### config.mk
export PLATFORM = sky130hd
export DESIGN_NAME = crd_top
export DESIGN_NICKNAME = d
export VERILOG_FILES = /design/src/crd_pkg.sv /design/src/crd_presc_if.sv /design/src/crd_prescaler.sv /design/src/crd_top.sv
export SDC_FILE = /design/constraint.sdc
export NUM_CORES = 1
export LEC_CHECK = 0
export BUFFER_PORTS_ARGS = -buffer_cell sky130_fd_sc_hd__buf_2
export CAP_MARGIN = 20
export CORE_MARGIN = 2
export CORE_UTILIZATION = 50
export DETAILED_ROUTE_END_ITERATION = 8
export HOLD_SLACK_MARGIN = 0.1
export PLACE_DENSITY_LB_ADDON = 0.25
export SKIP_LAST_GASP = 1
export SLEW_MARGIN = 20
export SYNTH_ARGS = -nofsm -noshare
export SYNTH_HDL_FRONTEND = slang
export SYNTH_HIERARCHICAL = 1
export SYNTH_SLANG_ARGS = --single-unit
### constraint.sdc
create_clock -name i_clk -period 2.6 [get_ports i_clk]
set_clock_uncertainty 0.05 [all_clocks]
set_input_delay 0.26 -clock i_clk [delete_from_list [all_inputs] [get_ports i_clk]]
set_output_delay 0.26 -clock i_clk [all_outputs]
set_load 0.1 [all_outputs]
### src/crd_pkg.sv
// constants, types and helpers shared by the clock request distributor
package crd_pkg;
  localparam int CLK_PERIOD_NS = 4;
  localparam int KEY_WINDOW_NS = 16;
  // longest time: round down, never below one cycle
  localparam int KEY_WINDOW_CYC = (KEY_WINDOW_NS / CLK_PERIOD_NS) < 1 ? 1 :
                                  (KEY_WINDOW_NS / CLK_PERIOD_NS);
  localparam int KEY_CNT_W = 4;
  localparam int NSRC = 5;
  localparam int SRC_W = 3;
  localparam int DIV_W = 6;
  localparam int EDGE_COUNT_DEFAULT = 4;
  localparam int EDGE_CNT_W = 8;
  // value is arbitrary
  localparam logic [7:0] KEY_DEFAULT = 8'hA5;
  localparam logic [DIV_W-1:0] DIV_RESET = 6'h00;
  localparam int PLL_MAX_MHZ = 48;
  localparam int PLL_MIN_REF_MHZ = 16;
  localparam logic [1:0] MUL_OFF = 2'h0;
  localparam logic [1:0] MUL_X2 = 2'h2;
  localparam logic [1:0] MUL_X3 = 2'h3;
  localparam logic [1:0] TCD_SRC_HF = 2'h0;
  localparam logic [1:0] TCD_SRC_PLL = 2'h1;
  localparam logic [1:0] TCD_SRC_EXT = 2'h2;
  localparam logic RTC_SRC_LP = 1'b0;
  localparam logic RTC_SRC_XT = 1'b1;

  typedef enum logic [2:0] {
    SRC_HF = 3'h0,
    SRC_LP = 3'h1,
    SRC_XT32 = 3'h2,
    SRC_EXT = 3'h3,
    SRC_PLL = 3'h4
  } crd_src_t;

  typedef enum logic [1:0] {
    SLP_ACTIVE = 2'h0,
    SLP_IDLE = 2'h1,
    SLP_STANDBY = 2'h2,
    SLP_PDOWN = 2'h3
  } crd_sleep_t;

  typedef enum logic [1:0] {
    SW_IDLE = 2'h0,
    SW_COUNT = 2'h1,
    SW_SYNC = 2'h2,
    SW_ALIGN = 2'h3
  } crd_sw_t;

  function automatic logic [NSRC-1:0] crd_onehot(input logic [SRC_W-1:0] s);
    logic [NSRC-1:0] r;
    r = '0;
    if (s < SRC_W'(NSRC)) begin
      r[s] = 1'b1;
    end
    return r;
  endfunction

  function automatic logic crd_is_external(input logic [SRC_W-1:0] s);
    return (s == SRC_XT32) || (s == SRC_EXT);
  endfunction
endpackage

### src/crd_presc_if.sv
// link between the source selector and the prescaler
`timescale 1ns/10ps
interface crd_presc_if #(parameter int DIV_W = 6);
  logic tick;
  logic [DIV_W-1:0] div;
  logic div_en;
  logic div_level;
  modport ctrl (output tick, output div, input div_en, input div_level);
  modport presc (input tick, input div, output div_en, output div_level);
endinterface

### src/crd_prescaler.sv
// main clock prescaler: divides main clock ticks by div+1
`timescale 1ns/10ps
module crd_prescaler
  import crd_pkg::*;
(
  input wire logic i_clk,
  input wire logic i_sys_rst,
  input wire logic i_ce,
  crd_presc_if.presc p
);
  logic [DIV_W-1:0] cnt_reg;
  logic [DIV_W-1:0] div_act_reg;
  logic en_reg;
  logic level_reg;
  logic wrap;

  assign wrap = (cnt_reg == div_act_reg);

  // new factor is only loaded at the period boundary, so no short pulse
  always_ff @(posedge i_clk) begin
    if (i_sys_rst) begin
      cnt_reg <= '0;
      div_act_reg <= DIV_RESET;
    end else if (i_ce && p.tick) begin
      if (wrap) begin
        cnt_reg <= '0;
        div_act_reg <= p.div;
      end else begin
        cnt_reg <= cnt_reg + 1'b1;
      end
    end
  end

  // one output tick per div+1 input ticks, factor 1 to 64
  always_ff @(posedge i_clk) begin
    if (i_sys_rst) begin
      en_reg <= 1'b0;
      level_reg <= 1'b0;
    end else if (i_ce) begin
      en_reg <= p.tick && wrap;
      if (p.tick && wrap) begin
        level_reg <= ~level_reg;
      end
    end
  end

  assign p.div_en = en_reg;
  assign p.div_level = level_reg;
endmodule

### src/crd_top.sv
// clock request distributor: source select, protected switching, prescale, requests
//
// Behaviour
// - route each request to its configured source
// - main clock runs active/idle, standby on request
// - core clock from prescaled main, to CPU/NVM
// - peripheral clock from prescaled main, optional pin
// - any source may drive the main clock
// - calendar clock requested when enabled; source change disabled-only
// - watchdog clock requested whenever watchdog enabled
// - brownout clock in sampled mode; fuse picks alternative
// - timer D clock requested when enabled, except on PLL with the multiplier off; source locked
// - source select field chooses the main source
// - prescaler divides by one to sixty-four
// - multiplier x2 or x3, output at most 48 MHz
// - source switching never produces short main pulses
// - external switch needs edges; stuck until reset
// - switch-in-progress flag while switching
// - reset source from fuse: high-frequency or low-power
`timescale 1ns/10ps
module crd_top
  import crd_pkg::*;
#(
  parameter int EDGE_COUNT = EDGE_COUNT_DEFAULT,
  parameter logic [7:0] PROT_KEY = KEY_DEFAULT
) (
  input wire logic i_clk,
  input wire logic i_sys_rst,
  input wire logic i_ce,
  input wire logic [NSRC-1:0] i_src_level,
  input wire logic i_fuse_lp_select,
  input wire logic i_fuse_bod_alt,
  input wire logic i_key_wr,
  input wire logic [7:0] i_key_data,
  input wire logic i_ctrl_wr,
  input wire logic [SRC_W-1:0] i_source_select_field,
  input wire logic [DIV_W-1:0] i_presc_div,
  input wire logic i_clock_output_pin_en,
  input wire logic [1:0] i_sleep_mode,
  input wire logic i_main_req,
  input wire logic i_rtc_en,
  input wire logic i_rtc_src,
  input wire logic i_wdt_en,
  input wire logic i_bod_en,
  input wire logic i_bod_sampled,
  input wire logic i_tcd_en,
  input wire logic [1:0] i_tcd_src,
  input wire logic i_pll_wr,
  input wire logic [1:0] i_pll_mul,
  input wire logic [5:0] i_pll_ref_mhz,
  output logic [NSRC-1:0] o_osc_req,
  output logic [SRC_W-1:0] o_main_src,
  output logic o_switch_in_progress_flag,
  output logic o_switch_blocked,
  output logic [DIV_W-1:0] o_presc_div,
  output logic o_core_clk_en,
  output logic o_peripheral_clock_en,
  output logic o_clock_output_pin,
  output logic o_clock_output_pin_oe_n,
  output logic o_rtc_clk,
  output logic o_watchdog_clock,
  output logic o_brownout_clock,
  output logic o_timer_type_d_clock,
  output logic [1:0] o_pll_mul
);
  crd_presc_if #(.DIV_W(DIV_W)) presc_if ();

  logic [NSRC-1:0] prev_reg;
  logic [NSRC-1:0] edges;
  logic boot_reg;
  logic [SRC_W-1:0] cur_src_reg;
  logic [SRC_W-1:0] new_src_reg;
  crd_sw_t sw_reg;
  logic [EDGE_CNT_W-1:0] edge_cnt_reg;
  logic [KEY_CNT_W-1:0] key_cnt_reg;
  logic [DIV_W-1:0] div_reg;
  logic main_run;
  logic raw_tick;
  logic new_edge;
  logic key_open;
  logic sel_ok;
  logic ctrl_take;
  logic rtc_src_reg;
  logic [1:0] tcd_src_reg;
  logic bod_alt_reg;
  logic [1:0] pll_mul_reg;
  logic pll_ok;
  logic rtc_clk_reg;
  logic wdt_clk_reg;
  logic bod_clk_reg;
  logic tcd_clk_reg;
  logic core_en_reg;
  logic per_en_reg;
  logic pin_reg;
  logic pin_oe_n_reg;
  logic [NSRC-1:0] req_reg;
  logic [NSRC-1:0] req_next;
  logic [SRC_W-1:0] tcd_src_idx;
  logic [SRC_W-1:0] bod_src_idx;
  logic [SRC_W-1:0] rtc_src_idx;
  logic [7:0] pll_out_mhz;

  // rising edges of every source, sampled on the system clock
  always_ff @(posedge i_clk) begin
    if (i_sys_rst) begin
      prev_reg <= '0;
    end else if (i_ce) begin
      prev_reg <= i_src_level;
    end
  end
  assign edges = i_src_level & ~prev_reg;

  assign main_run = (i_sleep_mode == SLP_ACTIVE) || (i_sleep_mode == SLP_IDLE) ||
                    ((i_sleep_mode == SLP_STANDBY) && i_main_req);
  assign raw_tick = |(edges & crd_onehot(cur_src_reg));
  assign new_edge = |(edges & crd_onehot(new_src_reg));

  // protection window opened by the key, closed by any control write
  always_ff @(posedge i_clk) begin
    if (i_sys_rst) begin
      key_cnt_reg <= '0;
    end else if (i_ce) begin
      if (i_key_wr && (i_key_data == PROT_KEY)) begin
        key_cnt_reg <= KEY_CNT_W'(KEY_WINDOW_CYC);
      end else if (i_ctrl_wr) begin
        key_cnt_reg <= '0;
      end else if (key_cnt_reg != '0) begin
        key_cnt_reg <= key_cnt_reg - 1'b1;
      end
    end
  end
  assign key_open = (key_cnt_reg != '0);
  assign sel_ok = (i_source_select_field < SRC_W'(NSRC));
  assign ctrl_take = i_ctrl_wr && key_open && !boot_reg;

  // prescaler factor shares the protected control write
  always_ff @(posedge i_clk) begin
    if (i_sys_rst) begin
      div_reg <= DIV_RESET;
    end else if (i_ce && ctrl_take) begin
      div_reg <= i_presc_div;
    end
  end

  // source switch sequencer; a busy switch refuses new selections
  always_ff @(posedge i_clk) begin
    if (i_sys_rst) begin
      boot_reg <= 1'b1;
      cur_src_reg <= SRC_HF;
      new_src_reg <= SRC_HF;
      sw_reg <= SW_IDLE;
      edge_cnt_reg <= '0;
    end else if (i_ce) begin
      boot_reg <= 1'b0;
      if (boot_reg) begin
        // fuse is caught just after reset release
        cur_src_reg <= i_fuse_lp_select ? SRC_LP : SRC_HF;
        new_src_reg <= i_fuse_lp_select ? SRC_LP : SRC_HF;
      end else begin
        case (sw_reg)
          SW_IDLE: begin
            if (ctrl_take && sel_ok && (i_source_select_field != cur_src_reg)) begin
              new_src_reg <= i_source_select_field;
              edge_cnt_reg <= '0;
              sw_reg <= SW_COUNT;
            end
          end
          SW_COUNT: begin
            // no timeout: a dead external source keeps us here until reset
            if (new_edge) begin
              if (edge_cnt_reg == EDGE_CNT_W'(EDGE_COUNT - 1)) begin
                sw_reg <= SW_SYNC;
              end else begin
                edge_cnt_reg <= edge_cnt_reg + 1'b1;
              end
            end
          end
          SW_SYNC: begin
            // finish the old source's period before letting go of it
            if (raw_tick) begin
              sw_reg <= SW_ALIGN;
            end
          end
          SW_ALIGN: begin
            // first new edge ends the switch; main ticks start at the next new edge
            if (new_edge) begin
              cur_src_reg <= new_src_reg;
              sw_reg <= SW_IDLE;
            end
          end
          default: begin
            sw_reg <= SW_IDLE;
          end
        endcase
      end
    end
  end

  // ticks are suppressed during ALIGN so no short period escapes
  assign presc_if.tick = raw_tick && main_run && (sw_reg != SW_ALIGN) && !boot_reg;
  assign presc_if.div = div_reg;

  crd_prescaler u_presc (
    .i_clk(i_clk),
    .i_sys_rst(i_sys_rst),
    .i_ce(i_ce),
    .p(presc_if.presc)
  );

  // core clock stops in idle, peripheral clock keeps running
  always_ff @(posedge i_clk) begin
    if (i_sys_rst) begin
      core_en_reg <= 1'b0;
      per_en_reg <= 1'b0;
      pin_reg <= 1'b0;
      pin_oe_n_reg <= 1'b1;
    end else if (i_ce) begin
      core_en_reg <= presc_if.div_en && (i_sleep_mode == SLP_ACTIVE);
      per_en_reg <= presc_if.div_en;
      pin_reg <= i_clock_output_pin_en && presc_if.div_level;
      pin_oe_n_reg <= !i_clock_output_pin_en;
    end
  end

  // asynchronous clock sources may only change while their user is off
  always_ff @(posedge i_clk) begin
    if (i_sys_rst) begin
      rtc_src_reg <= RTC_SRC_LP;
      tcd_src_reg <= TCD_SRC_HF;
    end else if (i_ce) begin
      if (!i_rtc_en) begin
        rtc_src_reg <= i_rtc_src;
      end
      if (!i_tcd_en && (i_tcd_src != 2'h3)) begin
        tcd_src_reg <= i_tcd_src;
      end
    end
  end

  always_ff @(posedge i_clk) begin
    if (i_sys_rst) begin
      bod_alt_reg <= 1'b0;
    end else if (i_ce && boot_reg) begin
      bod_alt_reg <= i_fuse_bod_alt;
    end
  end

  // multiplier accepted only for a fast enough reference and legal result
  assign pll_out_mhz = (i_pll_mul == MUL_X3) ? 8'(i_pll_ref_mhz) * 8'h03 :
                       8'(i_pll_ref_mhz) * 8'h02;
  assign pll_ok = (i_pll_mul == MUL_OFF) ||
                  (((i_pll_mul == MUL_X2) || (i_pll_mul == MUL_X3)) &&
                   (8'(i_pll_ref_mhz) >= 8'(PLL_MIN_REF_MHZ)) &&
                   (pll_out_mhz <= 8'(PLL_MAX_MHZ)));

  always_ff @(posedge i_clk) begin
    if (i_sys_rst) begin
      pll_mul_reg <= MUL_OFF;
    end else if (i_ce && i_pll_wr && pll_ok) begin
      pll_mul_reg <= i_pll_mul;
    end
  end

  assign rtc_src_idx = (rtc_src_reg == RTC_SRC_XT) ? SRC_XT32 : SRC_LP;
  assign bod_src_idx = bod_alt_reg ? SRC_XT32 : SRC_LP;
  assign tcd_src_idx = (tcd_src_reg == TCD_SRC_PLL) ? SRC_PLL :
                       (tcd_src_reg == TCD_SRC_EXT) ? SRC_EXT : SRC_HF;

  // requests from users are steered onto the owning oscillator
  always_comb begin
    req_next = '0;
    if (main_run || (sw_reg == SW_SYNC)) begin
      req_next = req_next | crd_onehot(cur_src_reg);
    end
    if (sw_reg != SW_IDLE) begin
      req_next = req_next | crd_onehot(new_src_reg);
    end
    if (i_rtc_en) begin
      req_next = req_next | crd_onehot(rtc_src_idx);
    end
    if (i_wdt_en) begin
      req_next = req_next | crd_onehot(SRC_LP);
    end
    if (i_bod_en && i_bod_sampled) begin
      req_next = req_next | crd_onehot(bod_src_idx);
    end
    if (i_tcd_en) begin
      req_next = req_next | crd_onehot(tcd_src_idx);
    end
    if (pll_mul_reg == MUL_OFF) begin
      req_next[SRC_PLL] = 1'b0;
    end
  end

  // routed clock levels, registered to keep outputs glitch free
  always_ff @(posedge i_clk) begin
    if (i_sys_rst) begin
      req_reg <= '0;
      rtc_clk_reg <= 1'b0;
      wdt_clk_reg <= 1'b0;
      bod_clk_reg <= 1'b0;
      tcd_clk_reg <= 1'b0;
    end else if (i_ce) begin
      req_reg <= req_next;
      rtc_clk_reg <= i_rtc_en && i_src_level[rtc_src_idx];
      wdt_clk_reg <= i_wdt_en && i_src_level[SRC_LP];
      bod_clk_reg <= i_bod_en && i_bod_sampled && i_src_level[bod_src_idx];
      tcd_clk_reg <= i_tcd_en && i_src_level[tcd_src_idx];
    end
  end

  assign o_osc_req = req_reg;
  assign o_main_src = cur_src_reg;
  assign o_switch_in_progress_flag = (sw_reg != SW_IDLE);
  assign o_switch_blocked = (sw_reg == SW_COUNT) && crd_is_external(new_src_reg);
  assign o_presc_div = div_reg;
  assign o_core_clk_en = core_en_reg;
  assign o_peripheral_clock_en = per_en_reg;
  assign o_clock_output_pin = pin_reg;
  assign o_clock_output_pin_oe_n = pin_oe_n_reg;
  assign o_rtc_clk = rtc_clk_reg;
  assign o_watchdog_clock = wdt_clk_reg;
  assign o_brownout_clock = bod_clk_reg;
  assign o_timer_type_d_clock = tcd_clk_reg;
  assign o_pll_mul = pll_mul_reg;
endmodule

### Word-level counts from Yosys, hierarchy flattened

Cells that the tools add are included.

| storage, ports and cells | value |
|---|---|
| register bits | 65 |
| bits of input ports | 50 |
| output and inout port bits | 26 |

| operators by class | value |
|---|---|
| add/subtract/negate cells | 3 |
| multiply operators | 1 |
| order comparisons | 18 |
| eq/ne operators | 23 |
| mux-type cells | 58 |
| bitwise logic cells | 11 |
| reductions and logical operators | 63 |

Operator list:

| kind | count |
|---|---|
| $mux W5 | 14 |
| $mux W8 | 4 |
| $logic_and A1 B1 Y1 | 31 |
| $mux W3 | 7 |
| $or A5 B5 Y5 | 4 |
| $mux W2 | 9 |
| $ne A2 B2 Y1 const B | 8 |
| $pmux W8 S2 | 1 |
| $and A5 B5 Y5 | 3 |
| $demux W1 S3 | 5 |
| $eq A2 B2 Y1 const B | 6 |
| $lt A3 B3 Y1 const B | 4 |
| $lt A3 B4 Y1 const B | 3 |
| $mux W4 | 3 |
| $reduce_bool A2 Y1 | 6 |
| $mux W1 | 10 |
| $reduce_and A2 Y1 | 5 |
| $reduce_or A5 Y1 | 2 |
| $bmux W1 S3 | 3 |
| $ge A3 B1 Y1 const B | 3 |
| $add A8 B1 Y8 const B | 1 |
| $eq A8 B2 Y1 const B | 1 |
| $eq A8 B8 Y1 const B | 1 |
| $le A8 B6 Y1 const B | 1 |
| other kinds (23) | 42 |

### Logic depth before layout (Yosys ltp)

Gate-level depths: netlist of run 1.

| logic depth | value |
|---|---|
| depth in word-level cells | 16 |
| mapped depth | 13 |
| gate-level depth less buffers | 10 |

### Modules after synthesis

The synthesis of run 1 kept the hierarchy.

By module, submodules not included:

| module | times used | cells an instance | area an instance (µm²) | sequential area each (µm²) |
|---|---|---|---|---|
| crd_top | 1 | 370 | 3,051.7 | 1,021.0 |
| crd_prescaler | 1 | 68 | 701.9 | 280.3 |

### Worst setup path before layout of run 1

No wires, ideal clock.

| timing | value |
|---|---|
| path type | reg2reg |
| start | register cur_src_reg[0], in the netlist o_main_src[0] |
| end | register u_presc.level_reg, in the netlist u_presc/p.div_level |
| library setup time | 0.121 ns |
| arrival time | 3.099 ns |
| required time | 2.429 ns |
| setup slack | -0.670 ns |
| cell stages (with the launch flop) | 11 |
| clock period less this slack | 3.270 ns |
| cell sequence | dfxtp_1 buf_2 inv_1 o41ai_1 a21oi_1 nor4_1 and2_2 buf_6 nand4_2 nor4_4 mux2_2 |

| between the ends | value |
|---|---|
| longest elaborated chain between the ends | 12 |

RTL lines:

| what | line | text |
|---|---|---|
| start: declaration | crd_top.sv:71 | `logic [SRC_W-1:0] cur_src_reg;` |
| start signal: assignment | crd_top.sv:157 | `cur_src_reg <= i_fuse_lp_select ? SRC_LP : SRC_HF;` |
| start signal: assignment | crd_top.sv:187 | `cur_src_reg <= new_src_reg;` |
| $lt A3 B4 Y1 (not written as such) or $ge A3 B1 Y1 (tied branches) | crd_pkg.sv:54 | `r[s] = 1'b1;` |
| $logic_and A1 B1 Y1 (not written as such) | crd_pkg.sv:54 |  |
| $mux W1 (not written as such) | crd_pkg.sv:54 |  |
| $demux W1 S3 | crd_pkg.sv:54 |  |
| $mux W5 (*) | crd_pkg.sv:53 | `if (s < SRC_W'(NSRC)) begin` |
| $and A5 B5 Y5 (*) | crd_top.sv:115 | `assign raw_tick = \|(edges & crd_onehot(cur_src_reg));` |
| $reduce_or A5 Y1 (*) | crd_top.sv:115 |  |
| $logic_and A1 B1 Y1 (*) (3 in a row) | crd_top.sv:200 | `assign presc_if.tick = raw_tick && main_run && (sw_reg != SW_ALIGN) && !boot_reg;` |
| named net presc_if.tick | crd_presc_if.sv:4 | `logic tick;` |
| $logic_and A1 B1 Y1 (*) | crd_prescaler.sv:41 | `if (p.tick && wrap) begin` |
| $reduce_and A2 Y1 (no line) (*) | - |  |
| end signal: assignment | crd_prescaler.sv:42 | `level_reg <= ~level_reg;` |
| end: declaration | crd_prescaler.sv:14 | `logic level_reg;` |

Mark *: on every way through the listed nets, which the timed path passes. The rest lies on a longest branch.
A chain may end at the register's enable or synchronous reset.

### Worst setup path in the final report of run 1

| timing | value |
|---|---|
| start | register cur_src_reg[0], in the netlist o_main_src[0] |
| end | register u_presc.div_act_reg[3] |

| between the ends | value |
|---|---|
| longest elaborated chain between the ends | 12 |

RTL lines:

| what | line | text |
|---|---|---|
| $lt A3 B4 Y1 (not written as such) or $ge A3 B1 Y1 (tied branches) | crd_pkg.sv:54 |  |
| $logic_and A1 B1 Y1 (not written as such) | crd_pkg.sv:54 |  |
| $mux W1 (not written as such) | crd_pkg.sv:54 |  |
| $demux W1 S3 | crd_pkg.sv:54 |  |
| $mux W5 (*) | crd_pkg.sv:53 |  |
| $and A5 B5 Y5 (*) | crd_top.sv:115 |  |
| $reduce_or A5 Y1 (*) | crd_top.sv:115 |  |
| $logic_and A1 B1 Y1 (*) (3 in a row) | crd_top.sv:200 |  |
| named net presc_if.tick | crd_presc_if.sv:4 |  |
| $logic_and A1 B1 Y1 (*) | crd_prescaler.sv:24 | `end else if (i_ce && p.tick) begin` |
| $reduce_and A2 Y1 (no line) (*) | - |  |
| end signal: assignment | crd_prescaler.sv:27 | `div_act_reg <= p.div;` |
| end: declaration | crd_prescaler.sv:12 | `logic [DIV_W-1:0] div_act_reg;` |

Marked as above.

==> impl_results.md, run 1 <==
* Antenna diode count at 0
* Netlist cell types at 63
* Critical Path RT at 2.83 ns
* Seq pwr share at 44.9%
* DP Cell Count at 601
* RSZ-0062 raised after global routing: no
* Initial Util at 51.75%
* CTS tree: built
* Area fraction of the dominant cell type after synthesis at 34.67%
* Clock power share at 37.8%
* WP buf/inv at 2
* DP Worst Slack at 0.1985 ns
* Met1 usage at 28.38%
* CTS resizes at 0
* Largest net degree at the start of global routing at 30
* Fin. max-slew vios at 0
* DR vias at 3430
* First-pass GRT wire length at 15140 microns
* Chip height at 90.65 microns
* Syn_nets at 506
* Final worst setup slack at 0.2316 ns
* Post-layout power at 2.347 mW
* Internal power at 1.622 mW
* Initial antenna violation count at 0
* Commonest non-fill, non-tap cell in the layout: buf_2
* I/O pin total at 76
* Fin Setup TNS at 0 ns
* Final net count at 585
* Finished Layout Cells at 621
* Endpoints failing setup at 0
* Postcts setup bufs at 0
* Met2 usage at 37.87%
* Port bufs at 75
* Status: finished, final reports clean
* Fmax at 422.2 MHz
* Switching Power at 0.7253 mW
* Cells after Synth at 438
* Routed wire length at 9048 microns
* Crit-path cells: inv_1, nand3b_1, a21o_1, nor2_1, a21oi_1, nor4_1, and2_2, nand4_2, nor4_4, buf_4, mux2i_1
* Residual DRC at 0
* Max reg flops at 8
* DR vias/cell at 5.523
* Top cell family by delay on the critical path: simple AND/OR/NAND/NOR gates
* Slew headroom at 49.48%
* Logic pwr share at 17.4%
* Ys flop type: dfxtp_1
* CTS root buf: clkbuf_8
* Pwr Density at 524.7 nW/um^2
* Die Wd at 90.65 microns
* DR iter-0 viols at 114
* Routed wire per std cell at 14.57 microns
* Hold_ws at 0.09668 ns
* Most used routing layer in global routing: met2
* GPL Wtd Cong at 0.9073
* Fin crit period at 2.368 ns
* Most frequent cells in the layout: buf_2 (75), dfxtp_1 (62), nor2_1 (47), nand2_1 (32), a21oi_1 (27)
* Top post-synthesis cells by area: dfxtp_1 (35%), mux2i_1 (6.7%), ha_1 (5.7%), nor2_1 (4.7%), a21oi_1 (3.6%)
* CP Launch Type: flip-flop
* Die area at 8217 sq um
* Vias in the first global route at 3339
* Post-Syn Area at 3754 sq um
* Layout cells sized above 1 at 23.18%
* Hold_buf cts at 4
* HPWL after DPL at 6697 microns
* Rows at 31
* Syn_area_per_cell at 8.570 sq um
* WP data arrival at 2.60 ns
* CP Max Fanout at 13
* Synth Warn # at 6
* Gr ovfl total at 0
* Num CTS Buffers at 9
* Antenna Violating Nets Remaining at 0
* Sequential fraction of the synthesis area at 34.67%
* Synth area leader: dfxtp_1
* Clock slew at reported path FFs at 0.08 ns
* Leakage at 1.866 nW
* Crit path kind: flip-flop to flip-flop
* Switching Fraction at 30.90%
* Crit. End Element: flip-flop
* Met3 Track Usage GR at 5.008%
* Gr usage total at 22.51%
* Peak supply drop at 0.0004338 V
* Core box area at 7253 sq um
* Worst-Skew Late Latency at 0.36 ns
* EDFF count, synth at 0
* Area grow syn2layout at 19.20%
* Worst Tran Pin Value at 0.7550 ns
* DRT Pass-1 Iters at 5
* CTS H-tree depth at 3
* FF+latch count, synth at 65
* Hold Fails Final Rpt at 0
* HP Class: input pin to flip-flop
* Max-cap violations at 0
* Maximum root-to-sink buffer count at 2
* Asr flop ratio synth at 0%
* TritonCTS Sinks at 65
* Slowest-stage cell, CP: dfxtp_4
* Final cycle utilization of the critical path at 91.09%
* Crit path largest cell delay at 0.38 ns
## cell families (layout without fill, tap and decap cells)
kind of cell | count (synthesis) | after routing | share of synthesized area, %
XOR/XNOR | 23 | 23 | 5.367
AO/OA/AOI/OAI | 75 | 75 | 13.53
flip-flops | 65 | 65 | 34.67
AND/OR/NAND/NOR | 190 | 190 | 27.90
buffers and inverters | 39 | 123 | 4.767
multiplexers | 28 | 28 | 7.567
adder cells (fa/ha/maj) | 18 | 18 | 6.200
## path summary, 6_finish.rpt
kind	startpoint	end	slack (ns)	cells past startpoint
worst max-delay path	o_main_src[0]$_SDFFE_PP0P_	u_presc/div_act_reg[3]$_SDFFE_PP0P_	0.23	11
worst min-delay path	i_presc_div[2]	o_presc_div[2]$_SDFFE_PP0P_	0.1	3
worst max register to register	o_main_src[0]$_SDFFE_PP0P_	u_presc/div_act_reg[3]$_SDFFE_PP0P_	0.23	11
worst min register to register	o_osc_req[4]$_SDFFE_PP0P_	o_osc_req[4]$_SDFFE_PP0P_	0.42	2
## cells in the mapped netlist, types with 2 or more instances
cell type / count
a2111oi_0: 2
a211oi_1: 2
a21o_1: 4
a21oi_1: 27
a221oi_1: 2
a31oi_1: 5
a32oi_1: 2
and2_1: 4
and3_1: 4
and3b_1: 2
buf_1: 3
buf_2: 2
buf_4: 2
buf_6: 3
clkbuf_1: 10
dfxtp_1: 65
ha_1: 17
inv_1: 19
mux2_2: 3
mux2i_1: 25
nand2_1: 32
nand2b_1: 21
nand3_1: 14
nand3b_1: 7
nand4_1: 8
nor2_1: 47
nor2b_1: 5
nor3_1: 21
nor3b_1: 5
nor4_1: 3
nor4_4: 2
o211ai_1: 2
o21ai_0: 14
o41ai_1: 2
or3_1: 2
or4bb_1: 2
xnor2_1: 14
xor2_1: 9
## per-layer routing
metal,share of wire [%],vias to the layer above
met2,48,90
met3,5.0,16
met4,1.7,0
met5,0,-
met1,45,1622
li1,-,1702
## worst reg2reg max path, stage by stage (launching register included)
cell and delay, ns:
dfxtp_4 0.38, inv_1 0.14, nand3b_1 0.09, a21o_1 0.20, nor2_1 0.08, a21oi_1 0.05, nor4_1 0.23, and2_2 0.21
nand4_2 0.13, nor4_4 0.25, buf_4 0.27, mux2i_1 0.21
## power groups by stage
| stage | Sequential, mW | Clock, mW | Combinational [mW] |
|---|---|---|---|
| finish | 1.05 | 0.887 | 0.407 |
| global route | 1.06 | 0.948 | 0.447 |
| detailed placement | 1.08 | 0 | 0.400 |
| CTS | 1.05 | 0.900 | 0.407 |
| global placement | 1.08 | 0 | 0.392 |
| floorplan | 1.15 | 0 | 0.213 |
## through the flow
step	utilization (%)	instance area (sq um)
floorplan	-	3782
global placement	58.34	4232
detailed placement	58.34	4232
CTS	61.69	4474
global route	61.69	4474
finish	61.69	4474
## final cells by class
class	count	area, sq um
Fill cell	665	2779
Multi-Input combinational cell	334	2281
Sequential cell	65	1313
Timing Repair Buffer	88	483.0
Clock buffer	9	123.9
Tap cell	99	123.9
Clock inverter	7	78.83
Inverter	19	71.32
(Power assumes the default switching activity.)
==> run 2: changes to the inputs <==
ABC_AREA = 0   (was not set)
CELL_PAD_IN_SITES_DETAIL_PLACEMENT = 0   (was not set)
CELL_PAD_IN_SITES_GLOBAL_PLACEMENT = 1   (was not set)
CORE_UTILIZATION = 37   (was 50)
PLACE_DENSITY_LB_ADDON = 0.12   (was 0.25)
==> impl_results.md, run 2 (synthesis gave the netlist of run 1 again) <==
* Antenna diode count at 0 (unchanged)
* WP data arrival at 2.57 ns (was 2.60 ns)
* Initial Util at 38.23% (was 51.75%)
* Post-layout power at 2.322 mW (was 2.347 mW)
* Maximum root-to-sink buffer count at 2 (unchanged)
* Fin Setup TNS at 0 ns (unchanged)
* HPWL after DPL at 7283 microns (was 6697 microns)
* TritonCTS Sinks at 65 (unchanged)
* FF-to-FF path depth at 11 (unchanged)
* Final net count at 589 (was 585)
* Setup slack, reg-to-reg at 0.21 ns (was 0.23 ns)
* Worst-Skew Late Latency at 0.34 ns (was 0.36 ns)
* Initial antenna violation count at 0 (unchanged)
* CP Launch Type: flip-flop (unchanged)
* Residual DRC at 0 (unchanged)
* Fin crit period at 2.389 ns (was 2.368 ns)
* Fmax at 418.6 MHz (was 422.2 MHz)
* Crit. End Element: flip-flop (unchanged)
* GPL Wtd Cong at 0.8036 (was 0.9073)
* CTS tree: built (unchanged)
* Most frequent cells in the layout: buf_2 (75), dfxtp_1 (62), nor2_1 (47), nand2_1 (32), a21oi_1 (27) (unchanged)
* Commonest non-fill, non-tap cell in the layout: buf_2 (unchanged)
* Peak supply drop at 0.0002199 V (was 0.0004338 V)
* Core box area at 9819 sq um (was 7253 sq um)
* I/O pin total at 76 (unchanged)
* DR iter-0 viols at 98 (was 114)
* DRT Pass-1 Iters at 4 (was 5)
* Routed wire per std cell at 14.78 microns (was 14.57 microns)
* Max reg flops at 8 (unchanged)
* CTS root buf: clkbuf_8 (unchanged)
* Hold_ws at 0.1315 ns (was 0.09668 ns)
* Hold Fails Final Rpt at 0 (unchanged)
* Die Wd at 104.7 microns (was 90.65 microns)
* Leakage at 1.892 nW (was 1.866 nW)
* HP Class: input pin to flip-flop (unchanged)
* DR vias/cell at 5.099 (was 5.523)
* RSZ-0062 raised after global routing: no (unchanged)
* Min-delay src: i_presc_div[3] (was i_presc_div[2])
* Max-cap violations at 0 (unchanged)
* Slew headroom at 49.57% (was 49.48%)
* DR vias at 3360 (was 3430)
* Routed wire length at 9738 microns (was 9048 microns)
* Die area at 10970 sq um (was 8217 sq um)
* CTS H-tree depth at 3 (unchanged)
* Area grow syn2layout at 21.37% (was 19.20%)
* Layout cells sized above 1 at 23.95% (was 23.18%)
* Rows at 36 (was 31)
* Status: finished, final reports clean (unchanged)
* Worst R2R Start: o_main_src[2]$_SDFFE_PP0P_ (was o_main_src[0]$_SDFFE_PP0P_)
* Port bufs at 75 (unchanged)
* Clock slew at reported path FFs at 0.08 ns (about the same)
* Fill count at 1012 (was 665)
* Antenna Violating Nets Remaining at 0 (unchanged)
* Fin. max-slew vios at 0 (unchanged)
* Largest net degree at the start of global routing at 21 (was 30)
* Crit path kind: flip-flop to flip-flop (unchanged)
* CP Max Fanout at 11 (was 13)
* Worst hold path cell count at 3 (unchanged)
* First-pass GRT wire length at 16060 microns (was 15140 microns)
* Critical Path RT at 2.78 ns (was 2.83 ns)
* Worst Tran Pin Value at 0.7537 ns (was 0.7550 ns)
* Gr ovfl total at 0 (unchanged)
* Vias in the first global route at 3235 (was 3339)
* Finished Layout Cells at 659 (was 621)
* WHS Endpoint: o_presc_div[3]$_SDFFE_PP0P_ (was o_presc_div[2]$_SDFFE_PP0P_)
* Chip height at 104.7 microns (was 90.65 microns)
* Gr usage total at 18.11% (was 22.51%)
* Endpoints failing setup at 0 (unchanged)
* DP Cell Count at 636 (was 601)
* Pwr Density at 509.8 nW/um^2 (was 524.7 nW/um^2)
* Crit Reg-Reg Endpoint: u_presc/cnt_reg[3]$_SDFFE_PP0P_ (was u_presc/div_act_reg[3]$_SDFFE_PP0P_)
* Num CTS Buffers at 9 (unchanged)
* Final cycle utilization of the critical path at 91.88% (was 91.09%)
[run 2: through the flow]
step | setup slack (ns) | utilization (%) | area, sq um
floorplan | 0.005688 | - | 3782
global placement | 0.1879 | 43.60 | 4282
detailed placement | 0.03185 | 43.60 | 4282
CTS | 0.006326 | 46.14 | 4531
global route | 0.04978 | 46.39 | 4556
finish | 0.2112 | 46.39 | 4556
[run 2: area by class of cell]
type / instances / area, sq um / share of cell area [%]
Clock buffer: 11 / 162.7 / 3.570
Clock inverter: 5 / 36.28 / 0.7965
Inverter: 19 / 71.32 / 1.566
Multi-Input combinational cell: 334 / 2287 / 50.21
Sequential cell: 65 / 1313 / 28.81
Tap cell: 133 / 166.4 / 3.653
Timing Repair Buffer: 92 / 519.2 / 11.40
[run 2: routing by layer]
layer  vias up  track usage, %  wire length [microns]
met2        79           29.36                   4483
met4         0           4.952                     63
li1       1707               -                      -
met1      1568           24.14                   4658
met3         6           4.180                    533
met5         -               0                      0
[run 2: critical path, cell delays in order (launching register included)]
cell and delay, ns:
dfxtp_4 0.42, and3b_1 0.17, o21ai_0 0.12, o41ai_2 0.08, a21oi_1 0.14, nor4_2 0.28, and2_2 0.22, nand4_2 0.13
nor4_4 0.28, buf_6 0.21, buf_4 0.14, nor3_1 0.05
[run 2: worst max path at each step]
stage                               startpoint                                   to
global placement                i_src_level[1]  u_presc/div_act_reg[2]$_SDFFE_PP0P_
detailed placement              i_src_level[1]  u_presc/div_act_reg[4]$_SDFFE_PP0P_
CTS                 o_main_src[0]$_SDFFE_PP0P_  u_presc/div_act_reg[4]$_SDFFE_PP0P_
finish              o_main_src[2]$_SDFFE_PP0P_      u_presc/cnt_reg[3]$_SDFFE_PP0P_
global route        o_main_src[0]$_SDFFE_PP0P_  u_presc/div_act_reg[4]$_SDFFE_PP0P_
floorplan           o_main_src[2]$_SDFFE_PP0P_     u_presc/p.div_level$_SDFFE_PP0P_
[run 2: repair_timing]
item	in CTS	in global routing
setup buffers	0	2
endpoints found under the hold margin	5	0
hold buffers	5	0
gates resized for setup	0	3
setup endpoints to repair	0	14
[run 2: where the power goes]
| group | switching (mW) | total [mW] | internal (mW) |
|---|---|---|---|
| logic | 0.260 | 0.412 | 0.152 |
| clock network | 0.424 | 0.858 | 0.434 |
| registers | 0.0287 | 1.05 | 1.02 |
==> run 3: changes to the inputs <==
PLACE_DENSITY_LB_ADDON = 0.1   (was 0.12)
==> impl_results.md, run 3 (synthesis gave the netlist of run 1 again) <==
* Status: finished, final reports clean (unchanged)
* Slew headroom at 43.92% (was 49.57%)
* Gr usage total at 18.82% (was 18.11%)
* Largest net degree at the start of global routing at 37 (was 21)
* Switching Fraction at 30.41% (was 30.72%)
* WP data arrival at 2.62 ns (was 2.57 ns)
* Crit-path cells: nor3b_1, o21ai_0, o41ai_4, a21oi_1, nor4_1, and2_2, nand4_2, nor4_4, buf_6, mux2i_1 (was and3b_1, o21ai_0, o41ai_2, a21oi_1, nor4_2, and2_2, nand4_2, nor4_4, buf_6, buf_4, nor3_1)
* Worst-Skew Late Latency at 0.34 ns (about the same)
* Die area at 10970 sq um (unchanged)
* Routed wire length at 10010 microns (was 9738 microns)
* First-pass GRT wire length at 16790 microns (was 16060 microns)
* Peak supply drop at 0.0002725 V (was 0.0002199 V)
* Worst hold path cell count at 3 (unchanged)
* Layout cells sized above 1 at 23.52% (was 23.95%)
* Leakage at 1.876 nW (was 1.892 nW)
* Final cycle utilization of the critical path at 92.46% (was 91.88%)
* DR vias at 3409 (was 3360)
* Crit path largest cell delay at 0.40 ns (was 0.42 ns)
* Crit Reg-Reg Endpoint: u_presc/div_act_reg[3]$_SDFFE_PP0P_ (was u_presc/cnt_reg[3]$_SDFFE_PP0P_)
* Post-layout power at 2.304 mW (was 2.322 mW)
* Chip height at 104.7 microns (unchanged)
* Antenna Violating Nets Remaining at 0 (unchanged)
* Rows at 36 (unchanged)
* RSZ-0062 raised after global routing: no (unchanged)
* Hold Fails Final Rpt at 0 (unchanged)
* Internal power at 1.603 mW (was 1.609 mW)
* Seq pwr share at 45.7% (was 45.3%)
* DR vias/cell at 5.197 (was 5.099)
* Vias in the first global route at 3343 (was 3235)
* DRT Pass-1 Iters at 4 (unchanged)
* Port bufs at 75 (unchanged)
* CTS root buf: clkbuf_8 (unchanged)
* Initial antenna violation count at 0 (unchanged)
* Slowest-stage cell, CP: dfxtp_4 (unchanged)
* Worst Tran Pin Value at 0.8381 ns (was 0.7537 ns)
* GPL Wtd Cong at 0.7994 (was 0.8036)
* Die Wd at 104.7 microns (unchanged)
* DR iter-0 viols at 122 (was 98)
* Setup slack, reg-to-reg at 0.20 ns (was 0.21 ns)
* Fin. max-slew vios at 0 (unchanged)
* Endpoints failing setup at 0 (unchanged)
* Most frequent cells in the layout: buf_2 (76), dfxtp_1 (62), nor2_1 (47), nand2_1 (32), a21oi_1 (27) (was buf_2 (75), dfxtp_1 (62), nor2_1 (47), nand2_1 (32), a21oi_1 (27))
* CTS H-tree depth at 3 (unchanged)
* CP Launch Type: flip-flop (unchanged)
* Maximum root-to-sink buffer count at 2 (unchanged)
* Fmax at 416.0 MHz (was 418.6 MHz)
* Fin crit period at 2.404 ns (was 2.389 ns)
* Routed wire per std cell at 15.26 microns (was 14.78 microns)
* Final net count at 586 (was 589)
* Commonest non-fill, non-tap cell in the layout: buf_2 (unchanged)
* Residual DRC at 0 (unchanged)
* Gr ovfl total at 0 (unchanged)
* HP Class: input pin to flip-flop (unchanged)
* FF-to-FF path depth at 10 (was 11)
* Core box area at 9819 sq um (unchanged)
* Postcts setup bufs at 0 (unchanged)
* I/O pin total at 76 (unchanged)
* Switching Power at 0.7005 mW (was 0.7133 mW)
* Setup crit start: o_main_src[2]$_SDFFE_PP0P_ (unchanged)
* Pwr Density at 507.6 nW/um^2 (was 509.8 nW/um^2)
* Min-delay src: i_presc_div[3] (unchanged)
* Clock slew at reported path FFs at 0.08 ns (about the same)
* Antenna diode count at 0 (unchanged)
* HPWL after DPL at 7394 microns (was 7283 microns)
* Critical Path RT at 2.81 ns (was 2.78 ns)
* Fin Setup TNS at 0 ns (unchanged)
* WHS Endpoint: o_presc_div[3]$_SDFFE_PP0P_ (unchanged)
* Initial Util at 38.23% (unchanged)
* Num CTS Buffers at 9 (unchanged)
* Crit. End Element: flip-flop (unchanged)
* Logic pwr share at 18.0% (was 17.7%)
* TritonCTS Sinks at 65 (unchanged)
* CTS tree: built (unchanged)
* Max reg flops at 8 (unchanged)
* CP Max Fanout at 11 (unchanged)
* Area grow syn2layout at 20.90% (was 21.37%)
* Crit path kind: flip-flop to flip-flop (unchanged)
* Worst R2R Start: o_main_src[2]$_SDFFE_PP0P_ (unchanged)
* Max-cap violations at 0 (unchanged)
* Clock power share at 36.3% (was 37.0%)
[run 3: cell types whose count changed in the layout (fill, tap and decap cells not counted), sizes merged]
cell and delta:
buf -1, clkbuf +1, clkinv -2, clkinvlp +2, dlygate4sd3 -2, inv -1
[run 3: final cells by class]
cell class                 count  area (sq um)
clock buffer                  12         166.4
clock inverter                 4         23.77
fill                        1037          5281
inverter                      19         75.07
multi-input combinational    334          2292
sequential                    65          1313
tap                          133         166.4
timing repair buffer          89         501.7
[run 3: metal layers]
layer	part of all wire, %	GRT usage (%)
met5	0	0
met4	0.86	4.571
met3	4.3	4.055
met2	45	29.13
met1	50	26.63
[run 3: critical path, delay by kind of cell (launching register included)]
kind            cells  cell delay [ns]
flops               1             0.40
mux                 1             0.21
buf+inv             1             0.20
simple gates        5             1.06
compound gates      3             0.40
[run 3: worst max path at each step]
| stage | to | slack (ns) | cells after the start |
|---|---|---|---|
| finish | u_presc/div_act_reg[3]$_SDFFE_PP0P_ | 0.20 | 10 |
| detailed placement | u_presc/div_act_reg[3]$_SDFFE_PP0P_ | 0.11 | 10 |
| floorplan | u_presc/p.div_level$_SDFFE_PP0P_ | 0.006 | 11 |
| global placement | u_presc/div_act_reg[2]$_SDFFE_PP0P_ | 0.27 | 10 |
| global route | u_presc/div_act_reg[4]$_SDFFE_PP0P_ | 0.02 | 10 |
| CTS | u_presc/div_act_reg[4]$_SDFFE_PP0P_ | 0.1 | 11 |
[run 3: metrics by stage]
step / setup WS, ns / area (sq um) / hold WS (ns) / std cells / utilization, %
after floorplan: 0.005688 / 3782 / 0.3539 / 438 / -
after global placement: 0.2680 / 4294 / 0.3978 / 636 / 43.73
after detailed placement: 0.1065 / 4294 / 0.4001 / 636 / 43.73
after CTS: 0.09837 / 4514 / 0.1018 / 655 / 45.97
after global routing: 0.02487 / 4538 / 0.1316 / 656 / 46.22
final: 0.1961 / 4538 / 0.1152 / 656 / 46.22
[run 3: power groups by stage]
stage          logic (mW)  clock network (mW)  registers [mW]
2_1_floorplan       0.213                   0            1.15
3_3_place_gp        0.408                   0            1.07
3_5_place_dp        0.409                   0            1.08
4_1_cts             0.415               0.861            1.05
5_1_grt             0.457               0.903            1.06
6_report            0.416               0.835            1.05
[run 3: timing repair]
action / in CTS / in global routing
gates resized for setup: 0 / 3
hold buffers: 3 / 0
setup endpoints to repair: 0 / 6
endpoints found under the hold margin: 3 / 0
